===== src/hw/pfo_pkg.sv =====
package pfo_pkg;

    // ------------------------------------------------------------------
    // register map, byte addresses
    // ------------------------------------------------------------------
    localparam logic [7:0] ADDR_CTRL    = 8'h00;
    localparam logic [7:0] ADDR_FLTCTRL = 8'h04;
    localparam logic [7:0] ADDR_FLTSTAT = 8'h08;
    localparam logic [7:0] ADDR_CHCFG   = 8'h0c;
    localparam logic [7:0] ADDR_INIT    = 8'h10;

    // ------------------------------------------------------------------
    // field positions
    // ------------------------------------------------------------------
    // ctrl: [0] enhanced_feature_enable, [2:1] fault_mode_field, [3] pair_fault_enable,
    //       [4] fault_irq_enable, [5] complementary, [6] deadtime_enable
    localparam int CTRL_FEN  = 0;
    localparam int CTRL_FM   = 1;
    localparam int CTRL_PFE  = 3;
    localparam int CTRL_FIE  = 4;
    localparam int CTRL_COMP = 5;
    localparam int CTRL_DEADTIME_ENABLE = 6;
    // fltctrl: [3:0] input enable, [7:4] filter enable, [11:8] filter value, [15:12] polarity
    localparam int FC_IEN = 0;
    localparam int FC_FEN = 4;
    localparam int FC_VAL = 8;
    localparam int FC_POL = 12;
    // fltstat: [3:0] per-input flags, [4] any flag (ro), [5] filtered level (ro)
    localparam int FS_ANY = 4;
    localparam int FS_LVL = 5;
    // chcfg: [5:0] mask, [13:8] polarity, [21:16] match trigger enable
    localparam int CC_MASK = 0;
    localparam int CC_POL  = 8;
    localparam int CC_TRG  = 16;
    // init: [5:0] initial values, [8] force (write one, self-clearing)
    localparam int IN_VAL = 0;
    localparam int IN_GO  = 8;

    // ------------------------------------------------------------------
    // reset values and timing
    // ------------------------------------------------------------------
    localparam logic [31:0] RST_WORD = 32'h0000_0000;
    localparam logic [1:0]  FM_OFF   = 2'h0;
    localparam logic [1:0]  FM_AUTO  = 2'h3;
    localparam logic [1:0]  HTRANS_NONSEQ = 2'h2;

    typedef enum logic [1:0] {
        PFO_BUS_IDLE  = 2'b00,
        PFO_BUS_WRITE = 2'b01,
        PFO_BUS_READ  = 2'b10
    } pfo_bus_t;

    typedef struct packed {
        logic [5:0] pwm;
        logic       cycle_start;
    } pfo_pwm_in_t;

endpackage


===== src/hw/pfo_top.sv =====
`timescale 1ns/1ps
// Notes on behaviour
// - masked channel output goes to its inactive level set by polarity.
// - fault control works only with enhanced enable and nonzero fault mode.
// - four fault inputs, each with input and filter enable, one shared value.
// - every fault input is synchronised to the system clock first.
// - state change restarts a 5-bit counter; accept once count reaches value.
// - input reverting before acceptance resets counter; glitches are dropped.
// - unfiltered path: flag set on third edge after input rises.
// - filtered path: flag set four plus filter value edges after rising.
// - rising edge on enabled input sets its flag; any-flag is OR of four.
// - active fault with pair fault enable forces outputs to polarity bits.
// - interrupt while any-flag and irq enable; cleared by writing zero, no read needed.
// - automatic mode releases outputs when level is zero and cycle starts.
// - manual modes release outputs when flags clear and a cycle starts.
// - fault polarity zero means high is fault; one means low is fault.
// - channel polarity zero means high active; one means low active.
// - writing one to force control drives outputs to initial values.
// - independent mode: each channel takes its own initial value.
// - complementary or deadtime: odd channel takes inverse of even value.
// - enabled channels pulse a trigger when counter equals compare value.
module pfo_top
    import pfo_pkg::*;
#(
    parameter int NCH  = 6,
    parameter int NFLT = 4,
    parameter int CW   = 16
)(
    input  wire logic                 hclk,
    input  wire logic                 hresetn,
    input  wire logic                 hsel,
    input  wire logic [31:0]          haddr,
    input  wire logic [1:0]           htrans,
    input  wire logic                 hwrite,
    input  wire logic [2:0]           hsize,
    input  wire logic [31:0]          hwdata,
    input  wire logic                 hready,
    output logic      [31:0]          hrdata,
    output logic                      hreadyout,
    output logic                      hresp,
    input  wire logic [NFLT-1:0]      fault_in,
    input  wire pfo_pwm_in_t          pwm_in,
    input  wire logic [CW-1:0]        counter,
    input  wire logic [NCH*CW-1:0]    compare,
    output logic      [NCH-1:0]       chan_out,
    output logic      [NCH-1:0]       match_trig,
    output logic                      fault_irq
);

    // ------------------------------------------------------------------
    // state
    // ------------------------------------------------------------------
    typedef struct packed {
        pfo_bus_t           bus;
        logic [7:0]         addr;
        logic [7:0]         ctrl;
        logic [15:0]        fltctrl;
        logic [21:0]        chcfg;
        logic [5:0]         initv;
        logic               init_act;
        logic [NFLT-1:0]    sync1;
        logic [NFLT-1:0]    sync2;
        logic [NFLT-1:0]    filt;
        logic [NFLT*5-1:0]  cnt;
        logic [NFLT-1:0]    prev;
        logic [NFLT-1:0]    flag;
        logic               forced;
        logic [NCH-1:0]     out;
    } pfo_state_t;

    pfo_state_t st_ff;
    pfo_state_t nxt_st;

    function automatic logic [31:0] pfo_read(input pfo_state_t s, input logic [7:0] a);
        logic [31:0] r;
        r = 32'h0000_0000;
        case (a)
            ADDR_CTRL:    r[7:0] = s.ctrl;
            ADDR_FLTCTRL: r[15:0] = s.fltctrl;
            ADDR_FLTSTAT:
            begin
                r[NFLT-1:0] = s.flag;
                r[FS_ANY]   = |s.flag;
                r[FS_LVL]   = |s.filt;
            end
            ADDR_CHCFG:   r[21:0] = s.chcfg;
            ADDR_INIT:    r[5:0] = s.initv;
            default:      r = 32'h0000_0000;
        endcase
        return r;
    endfunction

    logic [1:0]      fmode;
    logic            fctl_on;
    logic [3:0]      fval;
    logic [NFLT-1:0] act_lvl;
    logic [NFLT-1:0] rise;
    logic [NFLT-1:0] lvl;
    logic [NFLT-1:0] fset;
    logic [NCH-1:0]  pol;
    logic [NCH-1:0]  pair_out;
    logic [NCH-1:0]  init_out;
    logic            take;
    logic            wr_now;
    logic [31:0]     wd;

    assign fmode   = st_ff.ctrl[CTRL_FM +: 2];
    assign fctl_on = st_ff.ctrl[CTRL_FEN] && (fmode != FM_OFF);
    assign fval    = st_ff.fltctrl[FC_VAL +: 4];
    assign pol     = st_ff.chcfg[CC_POL +: NCH];
    assign take    = hsel && hready && (htrans == HTRANS_NONSEQ);
    assign wr_now  = (st_ff.bus == PFO_BUS_WRITE);
    assign wd      = hwdata;

    always_comb
    begin
        nxt_st = st_ff;
        // --------------------------------------------------------------
        // bus slave: zero wait states
        // --------------------------------------------------------------
        nxt_st.bus = take ? (hwrite ? PFO_BUS_WRITE : PFO_BUS_READ) : PFO_BUS_IDLE;
        if (take)
        begin
            nxt_st.addr = haddr[7:0];
        end
        nxt_st.init_act = 1'b0;
        if (wr_now)
        begin
            case (st_ff.addr)
                ADDR_CTRL:    nxt_st.ctrl = wd[7:0];
                ADDR_FLTCTRL: nxt_st.fltctrl = wd[15:0];
                ADDR_CHCFG:   nxt_st.chcfg = wd[21:0];
                ADDR_INIT:
                begin
                    nxt_st.initv    = wd[5:0];
                    nxt_st.init_act = wd[IN_GO];
                end
                default:      nxt_st.ctrl = st_ff.ctrl;
            endcase
        end

        // --------------------------------------------------------------
        // fault input path
        // --------------------------------------------------------------
        nxt_st.sync1 = fault_in;
        nxt_st.sync2 = st_ff.sync1;
        act_lvl = st_ff.sync2 ^ st_ff.fltctrl[FC_POL +: NFLT];
        for (int i = 0; i < NFLT; i++)
        begin
            if (st_ff.fltctrl[FC_FEN + i] && (fval != 4'h0))
            begin
                // counter restarts whenever the level agrees with the filtered state, so short pulses die here
                if (act_lvl[i] == st_ff.filt[i])
                begin
                    nxt_st.cnt[i*5 +: 5] = 5'h00;
                end
                // accept on the edge where the count would pass the value
                else if (st_ff.cnt[i*5 +: 5] >= {1'b0, fval})
                begin
                    nxt_st.filt[i]       = act_lvl[i];
                    nxt_st.cnt[i*5 +: 5] = 5'h00;
                end
                else
                begin
                    nxt_st.cnt[i*5 +: 5] = st_ff.cnt[i*5 +: 5] + 5'h01;
                end
                lvl[i] = st_ff.filt[i];
            end
            else
            begin
                nxt_st.cnt[i*5 +: 5] = 5'h00;
                nxt_st.filt[i]       = act_lvl[i];
                // bypass adds no stage, so the flag lands on the third edge
                lvl[i] = act_lvl[i];
            end
        end
        nxt_st.prev = lvl;
        rise = lvl & ~st_ff.prev;

        // --------------------------------------------------------------
        // flags: set wins over software clear
        // --------------------------------------------------------------
        for (int i = 0; i < NFLT; i++)
        begin
            if (wr_now && (st_ff.addr == ADDR_FLTSTAT) && !wd[i])
            begin
                nxt_st.flag[i] = 1'b0;
            end
            fset[i] = fctl_on && st_ff.fltctrl[FC_IEN + i] && rise[i];
            if (fset[i])
            begin
                nxt_st.flag[i] = 1'b1;
            end
        end

        // --------------------------------------------------------------
        // safe-state forcing and release
        // --------------------------------------------------------------
        // a new fault event forces; a flag left set must not re-force after auto release
        if (fctl_on && st_ff.ctrl[CTRL_PFE] && (|fset))
        begin
            nxt_st.forced = 1'b1;
        end
        else if (st_ff.forced && pwm_in.cycle_start)
        begin
            if (fmode == FM_AUTO)
            begin
                nxt_st.forced = |(st_ff.filt & st_ff.fltctrl[FC_IEN +: NFLT]);
            end
            else
            begin
                nxt_st.forced = |st_ff.flag;
            end
        end
        if (!fctl_on || !st_ff.ctrl[CTRL_PFE])
        begin
            nxt_st.forced = 1'b0;
        end

        // --------------------------------------------------------------
        // output conditioning
        // --------------------------------------------------------------
        for (int p = 0; p < NCH; p += 2)
        begin
            if (st_ff.ctrl[CTRL_COMP] || st_ff.ctrl[CTRL_DEADTIME_ENABLE])
            begin
                init_out[p]   = st_ff.initv[p];
                init_out[p+1] = ~st_ff.initv[p];
            end
            else
            begin
                init_out[p]   = st_ff.initv[p];
                init_out[p+1] = st_ff.initv[p+1];
            end
        end
        for (int c = 0; c < NCH; c++)
        begin
            // active-high internal level mapped to pin by polarity
            pair_out[c] = pwm_in.pwm[c] ^ pol[c];
            if (st_ff.chcfg[CC_MASK + c])
            begin
                pair_out[c] = pol[c];
            end
            if (st_ff.forced)
            begin
                pair_out[c] = pol[c];
            end
        end
        // init is a one-shot load; on the following edge the output returns to pair_out
        nxt_st.out = st_ff.init_act ? init_out : pair_out;
        if (st_ff.init_act)
        begin
            nxt_st.out = init_out;
        end
    end

    always_ff @(posedge hclk or negedge hresetn)
    begin
        if (!hresetn)
        begin
            st_ff <= '0;
        end
        else
        begin
            st_ff <= nxt_st;
        end
    end

    // ------------------------------------------------------------------
    // outputs
    // ------------------------------------------------------------------
    assign hreadyout = 1'b1;
    assign hresp     = 1'b0;
    assign hrdata    = (st_ff.bus == PFO_BUS_READ) ? pfo_read(st_ff, st_ff.addr) : 32'h0000_0000;
    assign chan_out  = st_ff.out;
    assign fault_irq = (|st_ff.flag) && st_ff.ctrl[CTRL_FIE];

    always_comb
    begin
        for (int c = 0; c < NCH; c++)
        begin
            // combinational so the pulse lands in the match cycle itself
            match_trig[c] = st_ff.chcfg[CC_TRG + c] &&
                            (counter == compare[c*CW +: CW]);
        end
    end

    // ------------------------------------------------------------------
    // checks
    // ------------------------------------------------------------------
    unfilt_flag_a: assert property (@(posedge hclk) disable iff (!hresetn)
        (fctl_on && st_ff.fltctrl[0] && !st_ff.fltctrl[FC_FEN] && !st_ff.fltctrl[FC_POL]
         && $stable(st_ff.fltctrl) && $stable(st_ff.ctrl) && !wr_now
         && $rose(fault_in[0])) ##1 (!wr_now)[*2] |=> st_ff.flag[0])
        else $error("unfiltered fault flag late");
    irq_level_a: assert property (@(posedge hclk) disable iff (!hresetn)
        (fault_irq && !wr_now) |=> fault_irq)
        else $error("irq dropped without software action");
    any_flag_a: assert property (@(posedge hclk) disable iff (!hresetn)
        (st_ff.bus == PFO_BUS_READ && st_ff.addr == ADDR_FLTSTAT)
        |-> hrdata[FS_ANY] == |hrdata[NFLT-1:0])
        else $error("any flag not OR");
    fault_off_a: assert property (@(posedge hclk) disable iff (!hresetn)
        !fctl_on |=> $stable(st_ff.flag) || $fell(|st_ff.flag) || !(|st_ff.flag))
        else $error("flag set with fault control off");
    safe_force_a: assert property (@(posedge hclk) disable iff (!hresetn)
        (st_ff.forced && !st_ff.init_act) |=> chan_out == $past(pol))
        else $error("forced output wrong");
    mask_out_a: assert property (@(posedge hclk) disable iff (!hresetn)
        (!st_ff.init_act && st_ff.chcfg[CC_MASK]) |=> chan_out[0] == $past(pol[0]))
        else $error("masked output wrong");
    init_comp_a: assert property (@(posedge hclk) disable iff (!hresetn)
        (st_ff.init_act && st_ff.ctrl[CTRL_COMP]) |=> chan_out[1] == !chan_out[0])
        else $error("init complement wrong");
    glitch_drop_a: assert property (@(posedge hclk) disable iff (!hresetn)
        (st_ff.fltctrl[FC_FEN] && fval != 4'h0 && act_lvl[0] == st_ff.filt[0])
        |=> st_ff.cnt[4:0] == 5'h00)
        else $error("filter counter not reset");
    trig_pulse_a: assert property (@(posedge hclk) disable iff (!hresetn)
        (!st_ff.chcfg[CC_TRG]) |-> !match_trig[0])
        else $error("trigger without enable");

    // ------------------------------------------------------------------
    // checks: fault path
    // ------------------------------------------------------------------
    sync_delay_a: assert property (@(posedge hclk) disable iff (!hresetn)
        st_ff.sync2 == $past(fault_in, 2))
        else $error("fault synchroniser delay wrong");
    filt_accept_a: assert property (@(posedge hclk) disable iff (!hresetn)
        (st_ff.fltctrl[FC_FEN] && fval != 4'h0 && act_lvl[0] != st_ff.filt[0]
         && st_ff.cnt[4:0] >= {1'b0, fval}) |=> st_ff.filt[0] == $past(act_lvl[0]))
        else $error("filter did not accept stable level");
    no_flag_dis_a: assert property (@(posedge hclk) disable iff (!hresetn)
        (!st_ff.fltctrl[FC_IEN] && !st_ff.flag[0]) |=> !st_ff.flag[0])
        else $error("flag set on disabled input");
    flag_set_a: assert property (@(posedge hclk) disable iff (!hresetn)
        (fctl_on && st_ff.fltctrl[FC_IEN] && rise[0]) |=> st_ff.flag[0])
        else $error("fault edge did not set flag");
    flag_clear_a: assert property (@(posedge hclk) disable iff (!hresetn)
        (wr_now && st_ff.addr == ADDR_FLTSTAT && !wd[0] && !rise[0]) |=> !st_ff.flag[0])
        else $error("flag not cleared by write of zero");
    force_set_a: assert property (@(posedge hclk) disable iff (!hresetn)
        (fctl_on && st_ff.ctrl[CTRL_PFE] && (|fset)) |=> st_ff.forced)
        else $error("fault event did not force outputs");
    manual_hold_a: assert property (@(posedge hclk) disable iff (!hresetn)
        (st_ff.forced && fctl_on && st_ff.ctrl[CTRL_PFE] && fmode != FM_AUTO
         && (|st_ff.flag)) |=> st_ff.forced)
        else $error("manual mode released with flags set");
    auto_release_a: assert property (@(posedge hclk) disable iff (!hresetn)
        (st_ff.forced && pwm_in.cycle_start && fmode == FM_AUTO && !(|fset)
         && !(|(st_ff.filt & st_ff.fltctrl[FC_IEN +: NFLT]))) |=> !st_ff.forced)
        else $error("auto mode did not release outputs");

    // ------------------------------------------------------------------
    // checks: outputs and triggers
    // ------------------------------------------------------------------
    out_polarity_a: assert property (@(posedge hclk) disable iff (!hresetn)
        (!st_ff.init_act && !st_ff.forced && !st_ff.chcfg[CC_MASK])
        |=> chan_out[0] == ($past(pwm_in.pwm[0]) ^ $past(pol[0])))
        else $error("polarity mapping wrong");
    init_indep_a: assert property (@(posedge hclk) disable iff (!hresetn)
        (st_ff.init_act && !st_ff.ctrl[CTRL_COMP] && !st_ff.ctrl[CTRL_DEADTIME_ENABLE])
        |=> chan_out == $past(st_ff.initv))
        else $error("independent init wrong");
    irq_clear_a: assert property (@(posedge hclk) disable iff (!hresetn)
        (wr_now && st_ff.addr == ADDR_CTRL && !wd[CTRL_FIE]) |=> !fault_irq)
        else $error("irq stayed after enable cleared");
    trig_match_a: assert property (@(posedge hclk) disable iff (!hresetn)
        (st_ff.chcfg[CC_TRG + 2] && counter == compare[2*CW +: CW]) |-> match_trig[2])
        else $error("enabled match gave no trigger");

endmodule


===== config.mk =====
export PLATFORM = sky130hd
export DESIGN_NAME = pfo_top
export DESIGN_NICKNAME = d
export VERILOG_FILES = /design/src/hw/pfo_pkg.sv /design/src/hw/pfo_top.sv
export SDC_FILE = /design/constraint.sdc
export NUM_CORES = 1
export LEC_CHECK = 0
export BUFFER_PORTS_ARGS = -buffer_cell sky130_fd_sc_hd__buf_2
export CAP_MARGIN = 20
export CORE_AREA = 5 5 127 117
export DETAILED_ROUTE_END_ITERATION = 16
export DIE_AREA = 0 0 132 122
export PLACE_DENSITY = 0.89
export SETUP_SLACK_MARGIN = 0.2
export SLEW_MARGIN = 5
export SYNTH_ARGS = -nofsm -noshare
export SYNTH_HDL_FRONTEND = slang
export SYNTH_SLANG_ARGS = --single-unit
export TNS_END_PERCENT = 20

===== constraint.sdc =====
create_clock -name hclk -period 3.3 [get_ports hclk]
set_clock_uncertainty 0.2 [all_clocks]
set_input_delay 0.165 -clock hclk [delete_from_list [all_inputs] [get_ports hclk]]
set_output_delay 0.165 -clock hclk [all_outputs]
set_load 0.005 [all_outputs]

## After elaboration in Yosys (flattened, before gate mapping)

Cells that the tools add are included.

| operators by class | value |
|---|---|
| bitwise logic cells | 13 |
| $lt $le $gt $ge | 4 |
| reductions and logical operators | 58 |
| eq/ne operators | 26 |
| $add $sub $neg | 4 |
| mux-type cells | 65 |

Operator list:

| operator | number |
|---|---|
| $eq 16x16->1 | 6 |
| $mux 5 | 12 |
| $mux 1 | 42 |
| $logic_and 1x1->1 | 30 |
| $pmux 6 s5 | 1 |
| $mux 22 | 1 |
| $add 5x1->5 const B | 4 |
| $ge 5x4->1 | 4 |
| $eq 8x4->1 const B | 2 |
| $pmux 8 s2 | 1 |
| $reduce_and 2->1 | 8 |
| $reduce_or 4->1 | 4 |
| $mux 6 | 2 |
| $mux 2 | 5 |
| $reduce_bool 2->1 | 5 |
| $and 4x4->4 | 2 |
| $eq 8x3->1 const B | 1 |
| $eq 8x5->1 const B | 1 |
| $logic_not 8->1 | 1 |
| $ne 2x1->1 const B | 4 |
| $ne 2x2->1 const B | 4 |
| $eq 2x2->1 const B | 3 |
| $logic_not 1->1 | 6 |
| $pmux 2 s3 | 1 |
| other kinds (9) | 20 |

| word-level totals | value |
|---|---|
| input bits | 197 |
| output and inout port bits | 47 |
| word-level logic and storage cells | 191 |
| register bits after elaboration | 110 |

## Longest topological paths before layout

| depth | value |
|---|---|
| word-level depth | 9 |
| mapped depth | 7 |
| gate-level depth less buffers | 7 |

## Least setup slack after synthesis

OpenSTA, ideal clock, no wires.

| path | value |
|---|---|
| path kind | reg-to-reg |
| from | register st_ff[101] (netlist name) |
| to | register st_ff (netlist bit fval[0]) |
| clock period less this slack | 2.299 ns |
| buffers on the path | 2 |
| slack | 1.001 ns |
| arrival | 1.974 ns |
| cell stages (with the launch flop) | 8 |
| setup time | 0.125 ns |
| cell sequence | dfrtp_1 or4_4 nor3_4 and2_1 buf_6 nand2_4 buf_6 mux2_4 |

| between the ends | value |
|---|---|
| cells in the longest elaborated chain, start to end | 2 |

RTL lines:

| element | RTL line | text |
|---|---|---|
| start, declared | pfo_top.sv:71 | `pfo_state_t st_ff;` |
| start signal, assigned | pfo_top.sv:265 | `st_ff <= nxt_st;` |
| $eq 8x3->1 | pfo_top.sv:129 | `case (st_ff.addr)` |
| $reduce_and 2->1 (no source line) | n/a |  |

Every way passes these cells.
A chain may end at the register's enable or synchronous reset.

## Final worst setup path

| path | value |
|---|---|
| from | register st_ff[101] (netlist name) |
| to | output hrdata[17] |

| between the ends | value |
|---|---|
| cells in the longest elaborated chain, start to end | 3 |

RTL lines:

| element | RTL line | text |
|---|---|---|
| $eq 8x4->1 | pfo_top.sv:77 | `case (a)` |
| $mux 6 | pfo_top.sv:77 |  |
| $mux 22 | pfo_top.sv:274 | `assign hrdata = (st_ff.bus == PFO_BUS_READ) ? pfo_read(st_ff, st_ff.addr) : 32'h0000_0000;` |
| end, declared | pfo_top.sv:38 | `output logic [31:0] hrdata,` |

Every way passes these cells.

==> flow_metrics.py <==
metrics = {
    "critical_path": {
        "cp-start-kind": "flop",
        "reg2reg_to": "st_ff[61]",
        "crit_type": "reg -> out",
        "reg2reg_depth": 7,
        "worstSetupStartpoint": "st_ff[101]",
        "worstPathMaxFanout": 12,
        "max_stage_delay_ns": 0.57,
        "slowest_stage": "or4_4",
        "cp-end-kind": "output port",
        "r2r_start": "st_ff[101]",
        "worstPathArrival_ns": 2.48,
        "worst-endpoint-required_ns": 2.93,
        "crit_path_end": "hrdata[17]",
        "rrSetupSlack_ns": 0.78,
        "crit_chain": "or4_4, nor3_2, and3_1, buf_4, nor2b_2, and2_1, buf_2",
    },
    "floorplanning": {
        "core_area_um2": 13600,
        "num_rows": 41,
        "fp.dieH_um": 122,
        "start_util_pct": 48.4,
        "die_area_um2": 16100,
        "die_w_um": 132,
        "io_pins": 244,
    },
    "sta": {
        "worst_pin_slew_ns": 0.909,
        "hold_viol": 0,
        "hold_slack_ns": 0.0572,
        "relSlewSlack_pct": 39.4,
        "timing.final.crit_share_pct": 86.1,
        "fmax_ghz": 0.352,
        "finalSetupViolCount": 0,
        "rsz0062_at_grt": "false",
        "slew_violations": 0,
        "tns_ns": 0,
        "period_needed_ns": 2.84,
    },
    "detailed_routing": {
        "avgRoutedWirePerCell_um": 19.1,
        "drt.antenna.violating_nets": 0,
        "viasPerCell": 5.46,
        "first_pass_iters": 5,
        "wl_um": 19500,
        "drt-initial-drc-count": 524,
        "vias": 5564,
        "drc": 0,
    },
    "final_layout": {
        "final_cell_count_no_fill": 1019,
        "multi_input_area_um2": 3530,
        "seqCellArea_um2": 2750,
        "drive_gt1_share_pct": 33.2,
        "syn2layout_area_growth_pct": 26.1,
        "nFillCells": 1083,
        "design_area_um2": 8300,
        "fin_nets": 1058,
    },
    "placement": {
        "placedCellCount": 964,
        "numPortBuffers": 194,
        "place_congestion": 0.926,
        "placed_area_um2": 7630,
        "hpwlAfterDp_um": 14900,
    },
    "global_routing": {
        "grt_pass1_wl_um": 30000,
        "grt_use_total_pct": 23.6,
        "antenna_found_initial": 1,
        "grt_max_degree": 73,
        "gr-total-overflow": 0,
        "first_global_vias": 5695,
    },
    "power_and_ir_drop": {
        "power.total_mw": 3.33,
        "p_per_area_nw_per_um2": 401,
        "peakVddDrop_v": 0.000261,
        "power_leakage_nw": 3.86,
    },
    "clock_network": {
        "h-tree-depth": 3,
        "insertion_delay_ns": 0.35,
        "clock_sinks": 110,
        "cts.path.max_buffers": 2,
        "tritoncts": "built",
        "numCtsBuffers": 9,
        "root_buffer": "clkbuf_16",
        "clk_pin_slew_worst_paths_ns": 0.07,
    },
    "synth": {
        "ys_ff_latch": 110,
        "synth_top_area_cell": "dfrtp_1",
        "ys.flop_type": "dfrtp_1",
        "synth_common_cells": "dfrtp_1, xnor2_1, nor2_1",
        "synth_top_area_share_pct": 41.8,
        "synth_area_leaders": "dfrtp_1, xnor2_1, mux2_2",
        "synth_area_um2": 6580,
        "async_flop_share_pct": 100,
        "seq_area_frac_synth_pct": 41.8,
        "ys_warn_count": 0,
        "synthCells": 623,
        "synth-edff-count": 0,
        "synth.most_common_cell": "dfrtp_1",
        "ys_types": 45,
        "syn_area_per_cell_um2": 10.6,
    },
    "flow_run": {
        "maxCapViolCount": 0,
    },
    "min_path": {
        "hold_path_depth": 4,
        "hp-class": "in -> reg",
    },
    "outcome": {
        "status": "completed",
    },
}
-- cells in the final DEF (no fill, tap or decap), types with 15 or more instances in the layout --
master,count
ha_1,20
inv_1,21
xor2_1,43
xnor2_1,79
nand2_1,28
buf_2,193
o21ai_0,22
nor2_1,47
dlygate4sd3_1,38
mux2_2,46
nand4_1,18
nor4_1,15
dfrtp_1,110
-- final cells by class --
class / instances / share of cell area [%]
Antenna cell: 1 / 0.0302
Clock buffer: 11 / 2.93
Clock inverter: 5 / 0.513
Inverter: 21 / 0.950
Multi-Input combinational cell: 457 / 42.6
Sequential cell: 110 / 33.2
Tap cell: 172 / 2.59
Timing Repair Buffer: 242 / 17.2
-- critical path, delay by kind of cell, from the launching register on --
family,cells,cell delay (ns)
simple gates,5,1.43
buf+inv,2,0.32
flops,1,0.37
-- where the power goes --
part	total (mW)	internal (mW)	switching [mW]
Sequential	1.58	1.46	0.119
Clock	1.04	0.542	0.499
Combinational	0.708	0.365	0.343
-- what timing repair did --
action | CTS | global route
hold endpoints to repair | 142 | 0
gates resized for setup | 0 | 1
setup buffers | 0 | 0
setup endpoints to repair | 0 | 2
hold buffers | 38 | 0
-- metrics by stage --
stage	utilization [%]	setup slack, ns
2_1_floorplan	-	1.00
3_3_place_gp	56.1	0.792
3_5_place_dp	56.1	0.737
4_1_cts	61.0	0.347
5_1_grt	61.0	0.291
6_report	61.0	0.458
-- routing by layer --
| layer | GRT usage (%) | vias to the layer above | part of all wire [%] | wire, µm |
|---|---|---|---|---|
| met5 | 0 | - | 0 | 0 |
| met4 | 9.38 | 0 | 3.1 | 605 |
| met3 | 5.12 | 39 | 7.9 | 1530 |
| met2 | 38.5 | 237 | 48 | 9390 |
| met1 | 31.0 | 2735 | 41 | 7990 |
| li1 | - | 2553 | - | - |
-- cells by family (layout without fill, tap and decap cells) --
family / after synthesis / in the layout / synth area share [%]
simple gates: 158 / 158 / 12.5
xor+xnor: 122 / 122 / 16.2
flops: 110 / 110 / 41.8
mux: 80 / 80 / 14.0
buf+inv: 66 / 279 / 5.06
compound gates: 65 / 65 / 6.43
fa+ha+maj: 20 / 20 / 3.80
other cells: 2 / 13 / 0.114
-- worst min path at each step --
stage,endpoint,startpoint
2_1_floorplan,chan_out[0],hresetn
3_3_place_gp,nxt_st[41],fault_in[2]
3_5_place_dp,nxt_st[40],fault_in[1]
4_1_cts,st_ff[6],pwm_in[0]
5_1_grt,st_ff[6],pwm_in[0]
6_report,st_ff[6],pwm_in[0]
-- registers in the layout (all words and copies together), names as in the netlist --
signal    count
st_ff        88
fmode         2
nxt_st        4
chan_out      6
pol           6
fval          4
No activity file was read; power rests on OpenSTA's default activity.
